`config.mk`:
```
export PLATFORM = sky130hd
export DESIGN_NAME = swpc_power_ctrl
export DESIGN_NICKNAME = d
export VERILOG_FILES = /design/src/logic/swpc_pkg.sv /design/src/logic/swpc_power_ctrl.sv
export SDC_FILE = /design/constraint.sdc
export NUM_CORES = 1
export LEC_CHECK = 0
export CAP_MARGIN = 5
export CELL_PAD_IN_SITES_DETAIL_PLACEMENT = 0
export CELL_PAD_IN_SITES_GLOBAL_PLACEMENT = 2
export CORE_MARGIN = 4
export CORE_UTILIZATION = 39
export DETAILED_ROUTE_END_ITERATION = 16
export DONT_BUFFER_PORTS = 1
export MAX_ROUTING_LAYER = met4
export PLACE_DENSITY_LB_ADDON = 0.1
export SETUP_SLACK_MARGIN = 0.3
export SLEW_MARGIN = 10
export SYNTH_ARGS = -nofsm -noshare
export SYNTH_HDL_FRONTEND = slang
export SYNTH_SLANG_ARGS = --single-unit
```
`constraint.sdc`:
```
create_clock -name aclk -period 6.45 [get_ports aclk]
set_input_delay 0.3225 -clock aclk [delete_from_list [all_inputs] [get_ports aclk]]
set_output_delay 0.3225 -clock aclk [all_outputs]
set_load 0.03 [all_outputs]
```
`src/logic/swpc_pkg.sv`:
```
// shared constants and types of the sleep/wake power controller
`default_nettype none
package swpc_pkg;

	// clock and wake timing
	localparam int unsigned CLK_HZ          = 20_000_000;
	localparam int unsigned CLK_PERIOD_NS   = 1_000_000_000 / CLK_HZ;
	localparam int unsigned OST_TIME_NS     = 1500;
	localparam int unsigned LOCK_TIME_NS    = 2000;
	localparam int unsigned MONITOR_TIME_NS = 3000;
	localparam int unsigned OST_CYC  = (OST_TIME_NS + CLK_PERIOD_NS - 1) / CLK_PERIOD_NS;
	localparam int unsigned LOCK_CYC = (LOCK_TIME_NS + CLK_PERIOD_NS - 1) / CLK_PERIOD_NS;
	localparam int unsigned MON_CYC  = (MONITOR_TIME_NS + CLK_PERIOD_NS - 1) / CLK_PERIOD_NS;
	localparam logic [7:0]  OST_CNT  = 8'(OST_CYC);
	localparam logic [7:0]  LOCK_CNT = 8'(LOCK_CYC);
	localparam logic [7:0]  MON_CNT  = 8'(MON_CYC);

	// register byte offsets
	localparam logic [7:0] RCC_OFFSET    = 8'h00;
	localparam logic [7:0] CFG_OFFSET    = 8'h04;
	localparam logic [7:0] STATUS_OFFSET = 8'h08;

	// reset_cause_control fields
	localparam int unsigned RCC_POR_BIT   = 0;
	localparam int unsigned RCC_BOR_BIT   = 1;
	localparam int unsigned RCC_IDLE_BIT  = 2;
	localparam int unsigned RCC_SLEEP_BIT = 3;
	localparam int unsigned RCC_WATCHDOG_TIMEOUT_FLAG_BIT  = 4;
	localparam int unsigned RCC_SWR_BIT   = 6;
	localparam int unsigned RCC_EXTERNAL_RESET_FLAG_BIT  = 7;
	localparam logic [31:0] RCC_MASK      = 32'h0000_03DF;
	localparam logic [31:0] RCC_RESET     = 32'h0000_0001;

	// power configuration fields
	localparam int unsigned CFG_SECONDARY_OSCILLATOR_EN_BIT = 1;
	localparam int unsigned CFG_SLEEP_BIT   = 4;
	localparam int unsigned CFG_MON_EN_BIT  = 5;
	localparam int unsigned CFG_XTAL_BIT    = 6;
	localparam int unsigned CFG_CF_BIT      = 8;
	localparam int unsigned CFG_SRC_LSB     = 12;
	localparam logic [31:0] CFG_MASK        = 32'h0000_7172;
	localparam logic [31:0] CFG_RESET       = 32'h0000_0000;

	// status fields
	localparam int unsigned STS_READY_BIT = 5;
	localparam int unsigned STS_CNT_LSB   = 8;
	localparam int unsigned STS_SRC_LSB   = 16;

	localparam int unsigned NUM_SLEEP_PERIPH = 5;
	localparam logic [1:0]  RESP_OKAY        = 2'h0;
	localparam logic [1:0]  RESP_SLVERR      = 2'h2;

	typedef enum logic [2:0] {
		SRC_FRC      = 3'h0,
		SRC_FRC_PLL  = 3'h1,
		SRC_PRIMARY_OSCILLATOR     = 3'h2,
		SRC_PRIMARY_OSCILLATOR_PLL = 3'h3,
		SRC_SECONDARY_OSCILLATOR     = 3'h4,
		SRC_LOW_POWER_INTERNAL_RC     = 3'h5,
		SRC_FRC_D16  = 3'h6,
		SRC_FRC_DIV  = 3'h7
	} swpc_src_t;

	typedef enum logic [3:0] {
		ST_RUN   = 4'h1,
		ST_IDLE  = 4'h2,
		ST_SLEEP = 4'h4,
		ST_WAKE  = 4'h8
	} swpc_state_t;

endpackage : swpc_pkg
`default_nettype wire

```
`src/logic/swpc_power_ctrl.sv`:
```
// sleep/wake power sequencer with wake-cause register and axi4-lite slave
//
// Implementation choices: the register addresses and the AXI4-Lite interface to the registers.
`default_nettype none
module swpc_power_ctrl
	import swpc_pkg::*;
(
	// clock and reset
	input  wire logic                        aclk,
	input  wire logic                        aresetn,
	// axi4-lite write channels
	input  wire logic [7:0]                  s_axi_awaddr,
	input  wire logic                        s_axi_awvalid,
	output logic                             s_axi_awready,
	input  wire logic [31:0]                 s_axi_wdata,
	input  wire logic [3:0]                  s_axi_wstrb,
	input  wire logic                        s_axi_wvalid,
	output logic                             s_axi_wready,
	output logic [1:0]                       s_axi_bresp,
	output logic                             s_axi_bvalid,
	input  wire logic                        s_axi_bready,
	// axi4-lite read channels
	input  wire logic [7:0]                  s_axi_araddr,
	input  wire logic                        s_axi_arvalid,
	output logic                             s_axi_arready,
	output logic [31:0]                      s_axi_rdata,
	output logic [1:0]                       s_axi_rresp,
	output logic                             s_axi_rvalid,
	input  wire logic                        s_axi_rready,
	// processor core and interrupt controller
	input  wire logic                        wait_exec,
	input  wire logic                        irq_pending,
	input  wire logic                        irq_in_sleep,
	input  wire logic [2:0]                  irq_prio,
	input  wire logic [2:0]                  cpu_prio,
	output logic                             cpu_halt,
	output logic                             clk_release,
	output logic                             clk_fail_trap,
	// reset and watchdog events
	input  wire logic                        ext_reset_evt,
	input  wire logic                        sw_reset_evt,
	input  wire logic                        brownout_reset,
	input  wire logic                        watchdog_timeout,
	input  wire logic                        brownout_enable,
	output logic                             brownout_active,
	// oscillators
	input  wire logic                        usb_keep_osc,
	input  wire logic                        low_power_internal_rc_in_use,
	input  wire logic                        osc_ready,
	output logic                             primary_oscillator_run,
	output logic                             frc_run,
	output logic                             secondary_oscillator_run,
	output logic                             low_power_internal_rc_run,
	output logic [2:0]                       active_src,
	output logic                             monitor_active,
	// peripherals
	input  wire logic [NUM_SLEEP_PERIPH-1:0] sleep_periph_cfg,
	output logic [NUM_SLEEP_PERIPH-1:0]      periph_run,
	output logic                             peripheral_bus_clock_en
);

	function automatic logic [31:0] apply_strb(input logic [31:0] old, input logic [31:0] data,
			input logic [3:0] strb);
		logic [31:0] r;
		r = old;
		for (int i = 0; i < 4; i++) begin
			if (strb[i]) begin
				r[i*8 +: 8] = data[i*8 +: 8];
			end
		end
		return r;
	endfunction : apply_strb

	// {need, cycles} of oscillator delay on leaving sleep
	function automatic logic [8:0] wake_delay(input swpc_src_t src, input logic xtal,
			input logic primary_oscillator_kept, input logic secondary_oscillator_kept);
		logic [7:0] c;
		c = 8'h00;
		unique case (src)
			SRC_PRIMARY_OSCILLATOR:     c = (xtal && !primary_oscillator_kept) ? OST_CNT : 8'h00;
			SRC_PRIMARY_OSCILLATOR_PLL: c = primary_oscillator_kept ? 8'h00 :
				(xtal ? 8'(OST_CNT + LOCK_CNT) : LOCK_CNT);
			SRC_FRC_PLL:  c = LOCK_CNT;
			SRC_SECONDARY_OSCILLATOR:     c = secondary_oscillator_kept ? 8'h00 : OST_CNT;
			SRC_FRC, SRC_LOW_POWER_INTERNAL_RC, SRC_FRC_D16, SRC_FRC_DIV: c = 8'h00;
		endcase
		return {c != 8'h00, c};
	endfunction : wake_delay

	// ---------------- register bus ----------------
	logic        aw_full_q, aw_full_d, w_full_q, w_full_d;
	logic [7:0]  aw_addr_q, aw_addr_d, ar_addr;
	logic [31:0] w_data_q, w_data_d;
	logic [3:0]  w_strb_q, w_strb_d;
	logic        awready_q, awready_d, wready_q, wready_d, bvalid_q, bvalid_d;
	logic [1:0]  bresp_q, bresp_d, rresp_q, rresp_d;
	logic        arready_q, arready_d, rvalid_q, rvalid_d;
	logic [31:0] rdata_q, rdata_d;
	logic        do_write;

	logic [31:0] rcc_q, rcc_d, cfg_q, cfg_d, status_w;

	assign do_write = aw_full_q && w_full_q && !bvalid_q;
	assign ar_addr  = s_axi_araddr;

	always_comb begin
		aw_full_d = aw_full_q;
		aw_addr_d = aw_addr_q;
		w_full_d  = w_full_q;
		w_data_d  = w_data_q;
		w_strb_d  = w_strb_q;
		bvalid_d  = bvalid_q;
		bresp_d   = bresp_q;
		if (s_axi_awvalid && awready_q) begin
			aw_full_d = 1'b1;
			aw_addr_d = s_axi_awaddr;
		end
		if (s_axi_wvalid && wready_q) begin
			w_full_d = 1'b1;
			w_data_d = s_axi_wdata;
			w_strb_d = s_axi_wstrb;
		end
		if (do_write) begin
			aw_full_d = 1'b0;
			w_full_d  = 1'b0;
			bvalid_d  = 1'b1;
			bresp_d   = (aw_addr_q == RCC_OFFSET || aw_addr_q == CFG_OFFSET ||
				aw_addr_q == STATUS_OFFSET) ? RESP_OKAY : RESP_SLVERR;
		end else if (bvalid_q && s_axi_bready) begin
			bvalid_d = 1'b0;
		end
		awready_d = !aw_full_d && !bvalid_d;
		wready_d  = !w_full_d && !bvalid_d;
	end

	always_comb begin
		arready_d = arready_q;
		rvalid_d  = rvalid_q;
		rdata_d   = rdata_q;
		rresp_d   = rresp_q;
		if (s_axi_arvalid && arready_q) begin
			arready_d = 1'b0;
			rvalid_d  = 1'b1;
			rresp_d   = RESP_OKAY;
			unique case (ar_addr)
				RCC_OFFSET:    rdata_d = rcc_q;
				CFG_OFFSET:    rdata_d = cfg_q;
				STATUS_OFFSET: rdata_d = status_w;
				default: begin
					rdata_d = 32'h0000_0000;
					rresp_d = RESP_SLVERR;
				end
			endcase
		end else if (rvalid_q && s_axi_rready) begin
			rvalid_d  = 1'b0;
			arready_d = 1'b1;
		end
	end

	always_ff @(posedge aclk) begin
		if (!aresetn) begin
			aw_full_q <= 1'b0;
			aw_addr_q <= 8'h00;
			w_full_q  <= 1'b0;
			w_data_q  <= 32'h0000_0000;
			w_strb_q  <= 4'h0;
			awready_q <= 1'b1;
			wready_q  <= 1'b1;
			bvalid_q  <= 1'b0;
			bresp_q   <= RESP_OKAY;
			arready_q <= 1'b1;
			rvalid_q  <= 1'b0;
			rdata_q   <= 32'h0000_0000;
			rresp_q   <= RESP_OKAY;
		end else begin
			aw_full_q <= aw_full_d;
			aw_addr_q <= aw_addr_d;
			w_full_q  <= w_full_d;
			w_data_q  <= w_data_d;
			w_strb_q  <= w_strb_d;
			awready_q <= awready_d;
			wready_q  <= wready_d;
			bvalid_q  <= bvalid_d;
			bresp_q   <= bresp_d;
			arready_q <= arready_d;
			rvalid_q  <= rvalid_d;
			rdata_q   <= rdata_d;
			rresp_q   <= rresp_d;
		end
	end

	// ---------------- sequencer ----------------
	swpc_state_t st_q, st_d;
	logic [7:0]  dly_q, dly_d, mon_q, mon_d;
	logic        need_q, need_d, trap_d;
	logic [8:0]  dly_sel;
	logic        prio_above, rst_any, wake_sleep, wake_idle, sleep_to_idle;
	logic        wake_done, wake_fail, mon_en;
	swpc_src_t   src;

	assign src        = swpc_src_t'(cfg_q[CFG_SRC_LSB +: 3]);
	assign mon_en     = cfg_q[CFG_MON_EN_BIT];
	assign prio_above = irq_prio > cpu_prio;
	assign rst_any    = ext_reset_evt || sw_reset_evt || brownout_reset;
	assign wake_sleep = (irq_pending && irq_in_sleep && prio_above) || rst_any ||
		watchdog_timeout;
	assign sleep_to_idle = irq_pending && irq_in_sleep && !prio_above && !rst_any &&
		!watchdog_timeout;
	assign wake_idle  = (irq_pending && prio_above) || rst_any || watchdog_timeout;
	// running primary_oscillator/secondary_oscillator enables still show their sleep-time state here
	assign dly_sel    = wake_delay(src, cfg_q[CFG_XTAL_BIT], primary_oscillator_run, secondary_oscillator_run);
	// with the monitor off this wait has no bound: the core looks asleep
	assign wake_done  = (dly_q == 8'h00) && (!need_q || osc_ready);
	assign wake_fail  = mon_en && need_q && (mon_q == 8'h00) && !wake_done;

	always_comb begin
		st_d   = st_q;
		dly_d  = (dly_q != 8'h00) ? dly_q - 8'h01 : dly_q;
		mon_d  = (mon_q != 8'h00) ? mon_q - 8'h01 : mon_q;
		need_d = need_q;
		trap_d = 1'b0;
		unique case (st_q)
			ST_RUN: begin
				// watchdog counter is left alone on entry; software services it first
				if (wait_exec) begin
					st_d = cfg_q[CFG_SLEEP_BIT] ? ST_SLEEP : ST_IDLE;
				end
			end
			ST_IDLE: begin
				if (wake_idle) begin
					st_d = ST_RUN;
				end
			end
			ST_SLEEP: begin
				if (wake_sleep) begin
					st_d   = ST_WAKE;
					need_d = dly_sel[8];
					dly_d  = dly_sel[7:0];
					mon_d  = dly_sel[8] ? 8'(dly_sel[7:0] + MON_CNT) : 8'h00;
				end else if (sleep_to_idle) begin
					st_d = ST_IDLE;
				end
			end
			ST_WAKE: begin
				if (wake_fail) begin
					st_d   = ST_RUN;
					trap_d = 1'b1;
				end else if (wake_done) begin
					st_d = ST_RUN;
				end
			end
		endcase
	end

	always_ff @(posedge aclk) begin
		if (!aresetn) begin
			st_q   <= ST_RUN;
			dly_q  <= 8'h00;
			mon_q  <= 8'h00;
			need_q <= 1'b0;
		end else begin
			st_q   <= st_d;
			dly_q  <= dly_d;
			mon_q  <= mon_d;
			need_q <= need_d;
		end
	end

	// ---------------- registers ----------------
	assign status_w = {13'h0000, src, dly_q, 2'h0, osc_ready, need_q, st_q};

	always_comb begin
		rcc_d = rcc_q;
		cfg_d = cfg_q;
		if (do_write && aw_addr_q == RCC_OFFSET) begin
			rcc_d = apply_strb(rcc_q, w_data_q, w_strb_q) & RCC_MASK;
		end
		if (do_write && aw_addr_q == CFG_OFFSET) begin
			cfg_d = apply_strb(cfg_q, w_data_q, w_strb_q) & CFG_MASK;
		end
		// hardware sets come last so they win over a same-cycle clear
		if (st_q == ST_WAKE && st_d == ST_RUN) begin
			rcc_d[RCC_SLEEP_BIT] = 1'b1;
		end
		if (st_q == ST_IDLE && st_d == ST_RUN) begin
			rcc_d[RCC_IDLE_BIT] = 1'b1;
		end
		if (watchdog_timeout) begin
			rcc_d[RCC_WATCHDOG_TIMEOUT_FLAG_BIT] = 1'b1;
		end
		if (ext_reset_evt) begin
			rcc_d[RCC_EXTERNAL_RESET_FLAG_BIT] = 1'b1;
		end
		if (sw_reset_evt) begin
			rcc_d[RCC_SWR_BIT] = 1'b1;
		end
		if (brownout_reset) begin
			rcc_d[RCC_BOR_BIT] = 1'b1;
		end
		if (trap_d) begin
			cfg_d[CFG_CF_BIT]          = 1'b1;
			cfg_d[CFG_SRC_LSB +: 3]    = SRC_FRC;
		end
	end

	always_ff @(posedge aclk) begin
		if (!aresetn) begin
			rcc_q <= RCC_RESET;
			cfg_q <= CFG_RESET;
		end else begin
			rcc_q <= rcc_d;
			cfg_q <= cfg_d;
		end
	end

	// ---------------- registered controls ----------------
	logic                        halt_q, halt_d, rel_q, rel_d, trap_q;
	logic                        primary_oscillator_q, primary_oscillator_d, frc_q, frc_d, secondary_oscillator_q, secondary_oscillator_d, low_power_internal_rc_q, low_power_internal_rc_d;
	logic                        mon_act_q, mon_act_d, bor_q, peripheral_bus_clock_q, peripheral_bus_clock_d;
	logic [2:0]                  asrc_q, asrc_d;
	logic [NUM_SLEEP_PERIPH-1:0] prun_q, prun_d;
	logic                        asleep_d, primary_oscillator_sel, frc_sel;
	swpc_src_t                   src_d;

	always_comb begin
		src_d    = swpc_src_t'(cfg_d[CFG_SRC_LSB +: 3]);
		asleep_d = st_d == ST_SLEEP;
		primary_oscillator_sel = src_d == SRC_PRIMARY_OSCILLATOR || src_d == SRC_PRIMARY_OSCILLATOR_PLL;
		frc_sel  = src_d == SRC_FRC || src_d == SRC_FRC_PLL || src_d == SRC_FRC_D16 ||
			src_d == SRC_FRC_DIV;
		halt_d   = st_d != ST_RUN;
		rel_d    = st_d == ST_RUN;
		peripheral_bus_clock_d  = st_d == ST_RUN || st_d == ST_IDLE;
		primary_oscillator_d   = primary_oscillator_sel && (!asleep_d || usb_keep_osc);
		frc_d    = frc_sel && (!asleep_d || usb_keep_osc);
		secondary_oscillator_d   = (src_d == SRC_SECONDARY_OSCILLATOR && !asleep_d) || cfg_d[CFG_SECONDARY_OSCILLATOR_EN_BIT];
		low_power_internal_rc_d   = (src_d == SRC_LOW_POWER_INTERNAL_RC && !asleep_d) || low_power_internal_rc_in_use;
		mon_act_d = cfg_d[CFG_MON_EN_BIT] && !asleep_d;
		asrc_d   = src_d;
		// in sleep only configured sleep peripherals run, otherwise all run; pad drivers are never gated here
		prun_d   = asleep_d ? sleep_periph_cfg : {NUM_SLEEP_PERIPH{1'b1}};
	end

	always_ff @(posedge aclk) begin
		if (!aresetn) begin
			halt_q    <= 1'b0;
			rel_q     <= 1'b1;
			trap_q    <= 1'b0;
			peripheral_bus_clock_q   <= 1'b1;
			primary_oscillator_q    <= 1'b0;
			frc_q     <= 1'b1;
			secondary_oscillator_q    <= 1'b0;
			low_power_internal_rc_q    <= 1'b0;
			mon_act_q <= 1'b0;
			bor_q     <= 1'b0;
			asrc_q    <= SRC_FRC;
			prun_q    <= {NUM_SLEEP_PERIPH{1'b1}};
		end else begin
			halt_q    <= halt_d;
			rel_q     <= rel_d;
			trap_q    <= trap_d;
			peripheral_bus_clock_q   <= peripheral_bus_clock_d;
			primary_oscillator_q    <= primary_oscillator_d;
			frc_q     <= frc_d || trap_d;
			secondary_oscillator_q    <= secondary_oscillator_d;
			low_power_internal_rc_q    <= low_power_internal_rc_d;
			mon_act_q <= mon_act_d;
			bor_q     <= brownout_enable;
			asrc_q    <= asrc_d;
			prun_q    <= prun_d;
		end
	end

	assign s_axi_awready = awready_q;
	assign s_axi_wready  = wready_q;
	assign s_axi_bvalid  = bvalid_q;
	assign s_axi_bresp   = bresp_q;
	assign s_axi_arready = arready_q;
	assign s_axi_rvalid  = rvalid_q;
	assign s_axi_rdata   = rdata_q;
	assign s_axi_rresp   = rresp_q;
	assign cpu_halt      = halt_q;
	assign clk_release   = rel_q;
	assign clk_fail_trap = trap_q;
	assign brownout_active = bor_q;
	assign primary_oscillator_run      = primary_oscillator_q;
	assign frc_run       = frc_q;
	assign secondary_oscillator_run      = secondary_oscillator_q;
	assign low_power_internal_rc_run      = low_power_internal_rc_q;
	assign active_src    = asrc_q;
	assign monitor_active = mon_act_q;
	assign periph_run    = prun_q;
	assign peripheral_bus_clock_en = peripheral_bus_clock_q;
endmodule : swpc_power_ctrl
`default_nettype wire

```
==> reports/qor.yml <==
ioPinCount: 140
max_freq_mhz: 392.8
status: "complete, no violations"
max_slew_margin_pct: 23.38
dr.pass1.iters: 5
endpoint_kind: "flop"
grt_max_degree: 66
met2_usage_pct: 27.90
power.share.clock_pct: 32.4
setup_viol: 0
placedCellCount: 673
cts_setup_buffers: 0
worst_pin_slew_ps: 1148
synthFlopType: "dfxtp_1"
design_area_mm2: 0.005044
syn-cell-area_mm2: 0.004750
clock_path_buffers: 2
swShare_pct: 31.00
portBuffers: 0
drt_iter0_markers: 226
fillers: 1254
start_util_pct: 39.71
finalSetupTns_ps: 0
clk_latency_ps: 360
synth-edff-count: 0
clkTransAtPathRegs_ps: 70
viasPerCell: 5.282
grt_pass1_wl_um: 18640
grt_setup_unrepaired: "false"
die_y_um: 118.4
clock-root-buffer: "clkbuf_16"
yosysTopAreaCellShare_pct: 43.84
numCtsBuffers: 9
p_seq_share_pct: 44.6
cts_tree: "yes"
holdBufCountCts: 0
grt_use_met3_pct: 6.220
antenna_found_initial: 0
drc: 0
drive_above_1_share_pct: 7.196
final_util_pct: 42.17
cts_resized: 0
synthCells: 556
ys_seq_area_share_pct: 43.84
synth_area_leaders: "dfxtp_1 44%, nand2_1 6.0%, a21oi_1 5.6%"
min_period_ps: 2546
hold_viol: 0
n_antenna_cell: 0
antenna_left: 0
dieArea_mm2: 0.01401
drv_cap: 0
htreeDepth: 3
dp_hpwl_um: 8787
comb_power_share_pct: 23.0
pwr_density_cell_mw_per_mm2: 345.7
leakagePower_nw: 1.934
grt.overflow.total: 0
crit_type: "flop to flop"
synth.avg_cell_area_um2: 8.542
skew_ps: 7.988
p_int_mw: 1.203
irDropWorstVdd_uv: 214.5
yosys.area.top_type: "dfxtp_1"
worst_ep_arrival_time_ps: 2830
min_path_type: "input pin to flop"
p_sw_mw: 0.5404
first_global_vias: 3516
vias: 3639
stdcell_count: 689
nets: 625
rows: 40
busiest_layer: "met2"
ys_ff_latch: 104
gp_congestion: 0.7924
syn2layout_area_growth_pct: 6.191
drv_slew: 0
coreArea_mm2: 0.01196
critPathRequiredTime_ps: 6730
crit_fanout: 28
fp.dieW_um: 118.4
finalCritPeriodShare_pct: 39.47
wl_um: 11770
postPlaceCellArea_mm2: 0.004736
yosys_warnings: 0
cts.sinks: 104
async_reset_ff_share_pct: 0
grt_use_met1_pct: 21.12
critPathLaunchType: "flop"
grt.total_usage_pct: 17.39
finalPower_mw: 1.743
synth.distinct_cells: 63
wl_per_cell_um: 17.09
[critical path, cell delays in order, from the launching register on]
cell and delay (ps):
dfxtp_1 540, nand2_1 620, nor4_1 1030, a22oi_1 140
nor2_1 130
[power by group through the flow]
stage | sequential, mW | combinational [mW] | clock (mW)
2_1_floorplan | 0.776 | 0.355 | 0
3_3_place_gp | 0.793 | 0.399 | 0
3_5_place_dp | 0.793 | 0.401 | 0
4_1_cts | 0.778 | 0.404 | 0.586
5_1_grt | 0.788 | 0.459 | 0.607
6_report | 0.778 | 0.400 | 0.565
[cells in the final DEF, fill, tap and decap left out, types with 3 or more instances in the layout]
| cell | count |
|---|---|
| dfxtp_1 | 104 |
| nand2_1 | 76 |
| nor2_1 | 59 |
| a21oi_1 | 53 |
| mux2i_1 | 21 |
| nor3_1 | 21 |
| inv_1 | 18 |
| a22oi_1 | 17 |
| conb_1 | 15 |
| o21a_1 | 14 |
| o21ai_0 | 12 |
| xnor2_1 | 9 |
| clkbuf_16 | 9 |
| and2_1 | 8 |
| nand2b_1 | 7 |
| ha_1 | 7 |
| nand3b_1 | 6 |
| nor3b_1 | 5 |
| nor4_1 | 5 |
| xor2_1 | 5 |
| a211oi_1 | 4 |
| o211ai_1 | 4 |
| mux2_2 | 4 |
| nand4_1 | 3 |
| and4b_1 | 3 |
| nand3_1 | 3 |
| o21ai_1 | 3 |
| or3_1 | 3 |
[sequential cells by signal (all words and copies together) (netlist names), 4 cells and up]
signal and count:
mon_q 8, w_data_q 13, dly_q 8, s_axi_rdata 19
cfg_q 8, st_q 4, aw_addr_q 8, periph_run 5
rcc_q 9
[cell type report]
class / instances / area, um2 / area share (%)
Inverter: 20 / 75.07 / 1.488
Sequential cell: 104 / 2082 / 41.28
Tap cell: 147 / 183.9 / 3.647
Clock inverter: 5 / 65.06 / 1.290
Multi-Input combinational cell: 402 / 2395 / 47.48
Clock buffer: 11 / 242.7 / 4.813
[logic make-up (layout without fill, tap and decap cells)]
group,Yosys count,after routing,share of synthesized area (%)
flip-flops,104,104,43.84
other,1,15,0.07895
multiplexers,26,26,5.664
AND/OR/NAND/NOR,223,223,23.95
buffers and inverters,64,36,6.849
XOR/XNOR,14,14,2.582
AO/OA/AOI/OAI,117,117,15.20
adder cells (fa/ha/maj),7,7,1.844
[synth_stat cells (6+ instances only)]
cell type / count
dfxtp_1: 104
nand2_1: 76
nor2_1: 59
a21oi_1: 53
clkbuf_1: 21
mux2i_1: 21
nor3_1: 21
inv_1: 19
buf_4: 18
a22oi_1: 17
o21a_1: 14
o21ai_0: 12
xnor2_1: 9
and2_1: 8
ha_1: 7
nand2b_1: 7
nand3b_1: 6
[per-layer routing]
metal / part of all wire (%) / vias up
li1: - / 1841
met1: 44 / 1697
met2: 48 / 91
met3: 7.2 / 10
met4: 0.79 / 0
met5: 0 / -
[through the flow]
stage	hold WS, ps	setup slack, ps
after floorplan	428.4	4427
after global placement	390.7	3910
after detailed placement	396.6	3892
after CTS	21.37	3919
after global routing	20.89	3615
final	34.14	3904
[worst paths after layout]
kind	startpoint	end	slack, ps	cells past startpoint
worst max register to register	s_axi_arready$_SDFFE_PN1P_	s_axi_rdata[11]$_SDFFE_PN0P_	3900	4
worst max-delay path	s_axi_arready$_SDFFE_PN1P_	s_axi_rdata[11]$_SDFFE_PN0P_	3900	4
worst min-delay path	aresetn	rcc_q[0]$_SDFFE_PN1P_	30	1
worst min register to register	aw_addr_q[1]$_SDFFE_PN0P_	aw_addr_q[1]$_SDFFE_PN0P_	460	2
Power figures use the tool's default switching activity.
